===== config.mk =====
export PLATFORM = sky130hd
export DESIGN_NAME = tldc_reg
export DESIGN_NICKNAME = d
export VERILOG_FILES = /design/src/logic/tldc_pkg.sv /design/src/logic/tldc_coeff_dec.sv /design/src/logic/tldc_reg.sv
export SDC_FILE = /design/constraint.sdc
export NUM_CORES = 1
export LEC_CHECK = 0
export BUFFER_PORTS_ARGS = -buffer_cell sky130_fd_sc_hd__buf_2
export CAP_MARGIN = 20
export CELL_PAD_IN_SITES_DETAIL_PLACEMENT = 0
export CELL_PAD_IN_SITES_GLOBAL_PLACEMENT = 1
export CORE_MARGIN = 2
export CORE_UTILIZATION = 30
export CTS_CLUSTER_SIZE = 8
export DETAILED_ROUTE_END_ITERATION = 6
export MAX_ROUTING_LAYER = met4
export PLACE_DENSITY_LB_ADDON = 0.08
export SYNTH_ARGS = -nofsm -noshare
export SYNTH_HDL_FRONTEND = slang
export SYNTH_SLANG_ARGS = --single-unit

===== constraint.sdc =====
create_clock -name ref_clk_i -period 3.35 [get_ports ref_clk_i]
set_input_delay 0.67 -clock ref_clk_i [delete_from_list [all_inputs] [get_ports ref_clk_i]]
set_output_delay 0.67 -clock ref_clk_i [all_outputs]
set_load 0.05 [all_outputs]

===== src/logic/tldc_pkg.sv =====
package tldc_pkg;

  localparam int unsigned ADDR_W  = 4;
  localparam int unsigned DATA_W  = 16;
  localparam int unsigned SEL_W   = 4;
  localparam int unsigned SHIFT_W = 5;
  localparam int unsigned COEF_W  = 16;
  localparam int unsigned THR_W   = 24;

  // Word addresses on the register port
  localparam logic [ADDR_W-1:0] THR_HIGH_ADDR = 4'h7;
  localparam logic [ADDR_W-1:0] THR_LOW_ADDR  = 4'h8;

  // Field positions
  localparam int unsigned LOW_BYTE_MSB = 15;
  localparam int unsigned LOW_BYTE_LSB = 8;
  localparam int unsigned RESV_MSB     = 7;
  localparam int unsigned RESV_LSB     = 4;
  localparam int unsigned SEL_MSB      = 3;
  localparam int unsigned SEL_LSB      = 0;

  // Reset values
  localparam logic [DATA_W-1:0] THR_HIGH_RST = 16'h0000;
  localparam logic [7:0]        LOW_BYTE_RST = 8'h00;
  localparam logic [SEL_W-1:0]  SEL_RST      = 4'h0;
  localparam logic [3:0]        RESV_VAL     = 4'h0;

  // Selector value that bypasses the filter
  localparam logic [SEL_W-1:0]  SEL_BYPASS   = 4'h0;
  // Unity in Q0.16 before the coefficient shift
  localparam logic [COEF_W:0]   COEF_ONE     = 17'h10000;

  typedef struct packed {
    logic [THR_W-1:0]   threshold;   // {high word, low byte}
    logic               filter_en;
    logic [SHIFT_W-1:0] coeff_shift; // coefficient = 2^-coeff_shift when filter_en; shift and coefficient both 0 in bypass
    logic [COEF_W-1:0]  coeff_q16;   // coefficient in Q0.16
  } tldc_cfg_t;

endpackage


===== src/logic/tldc_coeff_dec.sv =====
`timescale 1ns/1ps
module tldc_coeff_dec (
  input  wire logic [tldc_pkg::SEL_W-1:0]   sel_i,   // Filter selector
  output logic                              en_o,    // Filter active
  output logic      [tldc_pkg::SHIFT_W-1:0] shift_o, // Exponent n+1
  output logic      [tldc_pkg::COEF_W-1:0]  coeff_o  // Coefficient, Q0.16
);

  wire                              is_bypass;
  wire [tldc_pkg::SHIFT_W-1:0]      sel_wide;
  wire [tldc_pkg::COEF_W:0]         coeff_full;

  assign is_bypass  = (sel_i == tldc_pkg::SEL_BYPASS);
  assign sel_wide   = {1'b0, sel_i};
  assign en_o       = !is_bypass;
  assign shift_o    = is_bypass ? 5'h00 : sel_wide + 5'h01;
  assign coeff_full = tldc_pkg::COEF_ONE >> shift_o;
  assign coeff_o    = is_bypass ? 16'h0000
                                : coeff_full[tldc_pkg::COEF_W-1:0];

endmodule // tldc_coeff_dec


===== src/logic/tldc_reg.sv =====
`timescale 1ns/1ps
module tldc_reg #(
  parameter int unsigned ADDR_W = tldc_pkg::ADDR_W, // Address width
  parameter int unsigned DATA_W = tldc_pkg::DATA_W  // Data width
) (
  input  wire logic              ref_clk_i, // 250 MHz clock
  input  wire logic              rst_i,     // Async reset, active high
  input  wire logic [ADDR_W-1:0] addr_i,    // Register word address
  input  wire logic [DATA_W-1:0] wdata_i,   // Write data
  input  wire logic              wr_i,      // Write strobe
  input  wire logic              rd_i,      // Read strobe
  output logic      [DATA_W-1:0] rdata_o,   // Read data, cycle after rd_i
  output tldc_pkg::tldc_cfg_t    cfg_o      // Settings to datapath
);

  // The map needs four address bits; only 16-bit words are decoded
  if (ADDR_W < 4 || DATA_W != 16) begin : g_bad_width
    $error("tldc_reg: ADDR_W must be >= 4 and DATA_W must be 16");
  end

  logic [15:0]                 detect_threshold_high_word;
  logic [7:0]                  detect_threshold_low_byte;
  logic [tldc_pkg::SEL_W-1:0]  offset_removal_coeff_sel;
  logic [DATA_W-1:0]           rdata;
  tldc_pkg::tldc_cfg_t         cfg;

  wire                         hit_high;
  wire                         hit_low;
  wire                         wr_high;
  wire                         wr_low;
  wire [DATA_W-1:0]            low_reg_view;
  wire [DATA_W-1:0]            next_rdata;
  wire                         dec_en;
  wire [tldc_pkg::SHIFT_W-1:0] dec_shift;
  wire [tldc_pkg::COEF_W-1:0]  dec_coeff;
  tldc_pkg::tldc_cfg_t         next_cfg;

  // Address decode
  assign hit_high = (addr_i == ADDR_W'(tldc_pkg::THR_HIGH_ADDR));
  assign hit_low  = (addr_i == ADDR_W'(tldc_pkg::THR_LOW_ADDR));
  assign wr_high  = wr_i && hit_high;
  assign wr_low   = wr_i && hit_low;

  // Reserved nibble is a constant, never stored
  assign low_reg_view = {detect_threshold_low_byte,
                         tldc_pkg::RESV_VAL,
                         offset_removal_coeff_sel};

  // Unmapped or idle reads return zero
  assign next_rdata = !rd_i    ? '0 :
                      hit_high ? detect_threshold_high_word :
                      hit_low  ? low_reg_view : '0;

  tldc_coeff_dec u_dec (
    .sel_i   (offset_removal_coeff_sel),
    .en_o    (dec_en),
    .shift_o (dec_shift),
    .coeff_o (dec_coeff)
  );

  assign next_cfg.threshold   = {detect_threshold_high_word,
                                 detect_threshold_low_byte};
  assign next_cfg.filter_en   = dec_en;
  assign next_cfg.coeff_shift = dec_shift;
  assign next_cfg.coeff_q16   = dec_coeff;

  always_ff @(posedge ref_clk_i or posedge rst_i) begin
    if (rst_i) begin
      detect_threshold_high_word <= tldc_pkg::THR_HIGH_RST;
    end else if (wr_high) begin
      detect_threshold_high_word <= wdata_i;
    end
  end

  always_ff @(posedge ref_clk_i or posedge rst_i) begin
    if (rst_i) begin
      detect_threshold_low_byte <= tldc_pkg::LOW_BYTE_RST;
      offset_removal_coeff_sel  <= tldc_pkg::SEL_RST;
    end else if (wr_low) begin
      detect_threshold_low_byte <=
        wdata_i[tldc_pkg::LOW_BYTE_MSB:tldc_pkg::LOW_BYTE_LSB];
      offset_removal_coeff_sel  <=
        wdata_i[tldc_pkg::SEL_MSB:tldc_pkg::SEL_LSB];
    end
  end

  always_ff @(posedge ref_clk_i or posedge rst_i) begin
    if (rst_i) begin
      rdata <= '0;
      cfg   <= '0;
    end else begin
      rdata <= next_rdata;
      cfg   <= next_cfg;
    end
  end

  assign rdata_o = rdata;
  assign cfg_o   = cfg;

  // Checks

  a_reset_clears: assert property (
    @(posedge ref_clk_i) $fell(rst_i) |->
      (low_reg_view == 16'h0000) && (cfg.filter_en == 1'b0))
    else $error("low register not zero after reset");

  a_low_byte_write: assert property (
    @(posedge ref_clk_i) disable iff (rst_i)
    wr_low ##1 (rd_i && hit_low && !wr_i) |=>
      rdata_o[15:8] == $past(wdata_i[15:8], 2))
    else $error("threshold low byte readback wrong");

  a_sel_write: assert property (
    @(posedge ref_clk_i) disable iff (rst_i)
    wr_low |=> offset_removal_coeff_sel == $past(wdata_i[3:0]))
    else $error("selector not stored");

  a_bypass_zero: assert property (
    @(posedge ref_clk_i) disable iff (rst_i)
    (offset_removal_coeff_sel == 4'h0) |=>
      !cfg_o.filter_en && (cfg_o.coeff_q16 == 16'h0000))
    else $error("filter not bypassed at selector zero");

  a_coeff_value: assert property (
    @(posedge ref_clk_i) disable iff (rst_i)
    (offset_removal_coeff_sel != 4'h0) |=>
      cfg_o.filter_en &&
      (cfg_o.coeff_shift == 5'({1'b0, $past(offset_removal_coeff_sel)}
                              + 5'h01)) &&
      (cfg_o.coeff_q16 == 16'(17'h10000 >> cfg_o.coeff_shift)))
    else $error("coefficient does not match selector");

  a_high_word: assert property (
    @(posedge ref_clk_i) disable iff (rst_i)
    wr_high |=> ##1 cfg_o.threshold[23:8] == $past(wdata_i, 2))
    else $error("threshold high word not forwarded");

  a_resv_zero: assert property (
    @(posedge ref_clk_i) disable iff (rst_i)
    (rd_i && hit_low) |=> rdata_o[7:4] == 4'h0)
    else $error("reserved bits read nonzero");

  a_rdata_idle: assert property (
    @(posedge ref_clk_i) disable iff (rst_i)
    !rd_i |=> rdata_o == 16'h0000)
    else $error("read data not zero outside read answer");

  // Reset and address map

  a_reset_outputs: assert property (
    @(posedge ref_clk_i) $fell(rst_i) |->
      (rdata_o == 16'h0000) && (cfg_o == '0) &&
      (detect_threshold_high_word == 16'h0000))
    else $error("outputs not cleared after reset");

  a_unmapped_read: assert property (
    @(posedge ref_clk_i) disable iff (rst_i)
    (rd_i && !hit_high && !hit_low) |=> rdata_o == 16'h0000)
    else $error("unmapped read not zero");

  a_unmapped_write: assert property (
    @(posedge ref_clk_i) disable iff (rst_i)
    (wr_i && !hit_high && !hit_low) |=>
      $stable(detect_threshold_high_word) &&
      $stable(detect_threshold_low_byte) &&
      $stable(offset_removal_coeff_sel))
    else $error("unmapped write changed a register");

  // Register storage

  a_low_readback: assert property (
    @(posedge ref_clk_i) disable iff (rst_i)
    (rd_i && hit_low) |=>
      rdata_o == {$past(detect_threshold_low_byte), 4'h0,
                  $past(offset_removal_coeff_sel)})
    else $error("low register readback wrong");

  a_low_hold: assert property (
    @(posedge ref_clk_i) disable iff (rst_i)
    !wr_low |=> $stable(detect_threshold_low_byte) &&
                $stable(offset_removal_coeff_sel))
    else $error("low register changed without a write");

  a_high_write: assert property (
    @(posedge ref_clk_i) disable iff (rst_i)
    wr_high |=> detect_threshold_high_word == $past(wdata_i))
    else $error("threshold high word not stored");

  a_high_hold: assert property (
    @(posedge ref_clk_i) disable iff (rst_i)
    !wr_high |=> $stable(detect_threshold_high_word))
    else $error("high word changed without a write");

  a_high_readback: assert property (
    @(posedge ref_clk_i) disable iff (rst_i)
    (rd_i && hit_high) |=> rdata_o == $past(detect_threshold_high_word))
    else $error("threshold high word readback wrong");

  // Settings towards the datapath

  a_low_fwd: assert property (
    @(posedge ref_clk_i) disable iff (rst_i)
    wr_low |=> ##1 cfg_o.threshold[7:0] == $past(wdata_i[15:8], 2))
    else $error("threshold low byte not forwarded");

  a_bypass_fields: assert property (
    @(posedge ref_clk_i) disable iff (rst_i)
    !cfg_o.filter_en |->
      (cfg_o.coeff_shift == 5'h00) && (cfg_o.coeff_q16 == 16'h0000))
    else $error("bypass left coefficient fields nonzero");

  a_coeff_range: assert property (
    @(posedge ref_clk_i) disable iff (rst_i)
    cfg_o.filter_en |->
      (cfg_o.coeff_shift >= 5'h02) && (cfg_o.coeff_shift <= 5'h10) &&
      ((17'(cfg_o.coeff_q16) << cfg_o.coeff_shift) == 17'h10000))
    else $error("coefficient outside quarter to 1/65536");

  a_coeff_first: assert property (
    @(posedge ref_clk_i) disable iff (rst_i)
    (offset_removal_coeff_sel == 4'h1) |=> cfg_o.coeff_q16 == 16'h4000)
    else $error("selector one is not a quarter");

  a_coeff_last: assert property (
    @(posedge ref_clk_i) disable iff (rst_i)
    (offset_removal_coeff_sel == 4'hF) |=> cfg_o.coeff_q16 == 16'h0001)
    else $error("selector fifteen is not 1/65536");

endmodule // tldc_reg


==> results.md <==
* Min cycle time layout at 2031 ps
* Hold slack at 402.9 ps
* Critical path class: reg2reg
* CTS tree: yes
* Power per standard cell area at 761.3 nW/um^2
* DIE AREA at 11,590 sq um
* Cts repair resizes at 0
* Worst slack, placed at 1151 ps
* Placed inst area at 3786 sq um
* GPL Wtd Cong at 0.6823
* Grt ovf at 0
* Initial DRC Count at 45
* Core ar. at 10,370 sq um
* Starting Density at 0.3108
* Mapped cell area at 3223 sq um
* Commonest cells post-synth: 90 x dfrtp_1, 20 x mux2_4, 12 x a22o_1
* CTS clock-pin slew for the worst setup and hold paths at 80 ps
* Setup_tns at 0 ps
* Final Hold Fails at 0
* Clock latency on the worst-skew pair at 340 ps
* Die height at 107.7 um
* Post-DRT Antenna Nets at 0
* Nets at 317
* Synth area leaders: dfrtp_1 70%, mux2_4 9.3%, a22o_1 3.3%, mux2_2 2.8%, ha_1 1.6%
* Critical path peak fanout at 15
* CTS Buffer Depth at 2
* # IOs at 86
* Largest net degree at the start of global routing at 51
* DR pass1 iterations at 4
* Max Slew Vio Count at 0
* Die width at 107.7 um
* Post CTS Setup Buffer Count at 0
* Routed vias at 1,894
* Initial antenna violation count at 0
* Rows at 37
* Mapped Avg Cell Area at 16.12 sq um
* DRC viols at 0
* Worst hold path class: reg2reg
* EDFF count, synth at 0
* Hold path cells at 0
* Area grow syn2layout at 24.07%
* Fmax at 492.4 MHz
* Final worst-path cycle share at 0.6063
* Post-Route WL at 6.486 mm
* Reg2reg path depth at 4
* Worst Setup Start Kind: register
* Yosys top cell area share at 0.6988
* Mapped Cells at 200
* Synth area leader: dfrtp_1
* First-pass GRT wire length at 10.24 mm
* Layout cell share with drive strength beyond 1 at 0.4490
* Status: finished, final reports clean
* Vias per Instance at 4.405
* Seq/Total Area, Yosys at 0.6988
* Setup violations, final at 0
* Post-route cell area at 3999 sq um
* Antenna cells at 0
* Async SR Flop Fraction at 1.000
* Hold buffer count at cts at 0
* Most common cell in the netlist: dfrtp_1
* Leakage Power at 2.098 nW
* CTS Sinks at 90
* Critical Path RT at 3600 ps
* Final total power at 3.044 mW
* Post-synthesis cell type count at 35
* Drt wl/cell at 15.08 um
* Main synth FF type: dfrtp_1
* Clock root cell: clkbuf_8
* VDD IR-drop max at 0.0002760 V
* Port buffer count at 85
* CP arrival at 2280 ps
* Synthesized Nets at 228
* Setup ws final at 1319 ps
* Crit path capture type: register
* Vias in the first global route at 1,951
* Max Cap Viol at 0
* Slew headroom at 0.5102
* H-tree levels at 3
* Detail Placement HPWL at 4.395 mm
* Yosys warns at 0
* Num CTS Buffers at 9
* Yosys reg bits at 90
* FILL cells at 1,040
* RSZ-0062 raised after global routing: no
* Measured slew at the worst slew-check pin at 733.0 ps
* Setup Skew at 7.721 ps
* GRT Resource Usage Total at 0.1223
==> power by group <==
group | leakage, nW | internal (mW) | switching [mW]
sequential | 1.15 | 1.28 | 0.126
combinational | 0.841 | 0.242 | 0.607
clock | 0.105 | 0.443 | 0.349
==> stage by stage <==
stage,std cells,util
floorplan,200,-
detailed placement,414,0.3651
global placement,414,0.3651
finish,430,0.3856
CTS,430,0.3856
global route,430,0.3856
==> per-layer routing <==
metal  wire length [um]  global-route usage  vias to the layer above
met1               2864              0.1572                      954
met2               3227              0.1833                       54
li1                   -                   -                      880
met5                  0                   -                        -
met4                 65             0.04396                        0
met3                328             0.03753                        6
==> final cells by class <==
type                       count  area (sq um)  share of cell area
sequential                    90          2252              0.5632
multi-input combinational     98         902.1              0.2256
timing repair buffer          86         445.4              0.1114
tap                          136         170.2             0.04255
clock buffer                  14         152.6             0.03817
clock inverter                 2         60.06             0.01502
inverter                       4         16.27            0.004068
==> layout by cell type, fill, tap and decap left out, types with 3 or more instances in the layout <==
cell type	count
a21boi_0	3
a21oi_1	3
a22o_1	12
and3_1	5
buf_2	85
clkbuf_1	4
clkbuf_8	10
dfrtp_1	90
ha_1	4
inv_1	3
mux2_2	8
mux2_4	20
nand2_1	7
nor2b_1	6
nor3_1	3
nor3b_1	4
o21ai_0	4
==> worst max-delay path, stage by stage, from the launching register on <==
cell	delay (ps)
dfrtp_1	650
ha_1	470
or3b_1	430
o32a_1	230
nor3_1	170
==> final timing paths <==
path / from / endpoint / slack [ps]
max: offset_removal_coeff_sel[0] / cfg_o[12] / 1320
min: detect_threshold_low_byte[6] / cfg_o[28] / 400
max reg2reg: offset_removal_coeff_sel[0] / cfg_o[12] / 1320
min reg2reg: detect_threshold_low_byte[6] / cfg_o[28] / 400
max in group asynchronous: rst_i / detect_threshold_high_word[15] / 2260
min in group asynchronous: rst_i / cfg_o[7] / 410
==> registers in the layout (all words and copies together), names as in the netlist <==
signal,count
cfg_o,46
detect_threshold_high_word,16
detect_threshold_low_byte,8
rdata_o,16
offset_removal_coeff_sel,4
==> kinds of logic (layout without fill, tap and decap cells) <==
family	count (synthesis)	in the layout	synth area share
mux	28	28	0.1211
fa+ha+maj	4	4	0.01553
compound gates	29	29	0.06949
simple gates	37	37	0.07376
flops	90	90	0.6988
buf+inv	12	106	0.02135
Note: power is estimated with default switching activity, not from simulation.
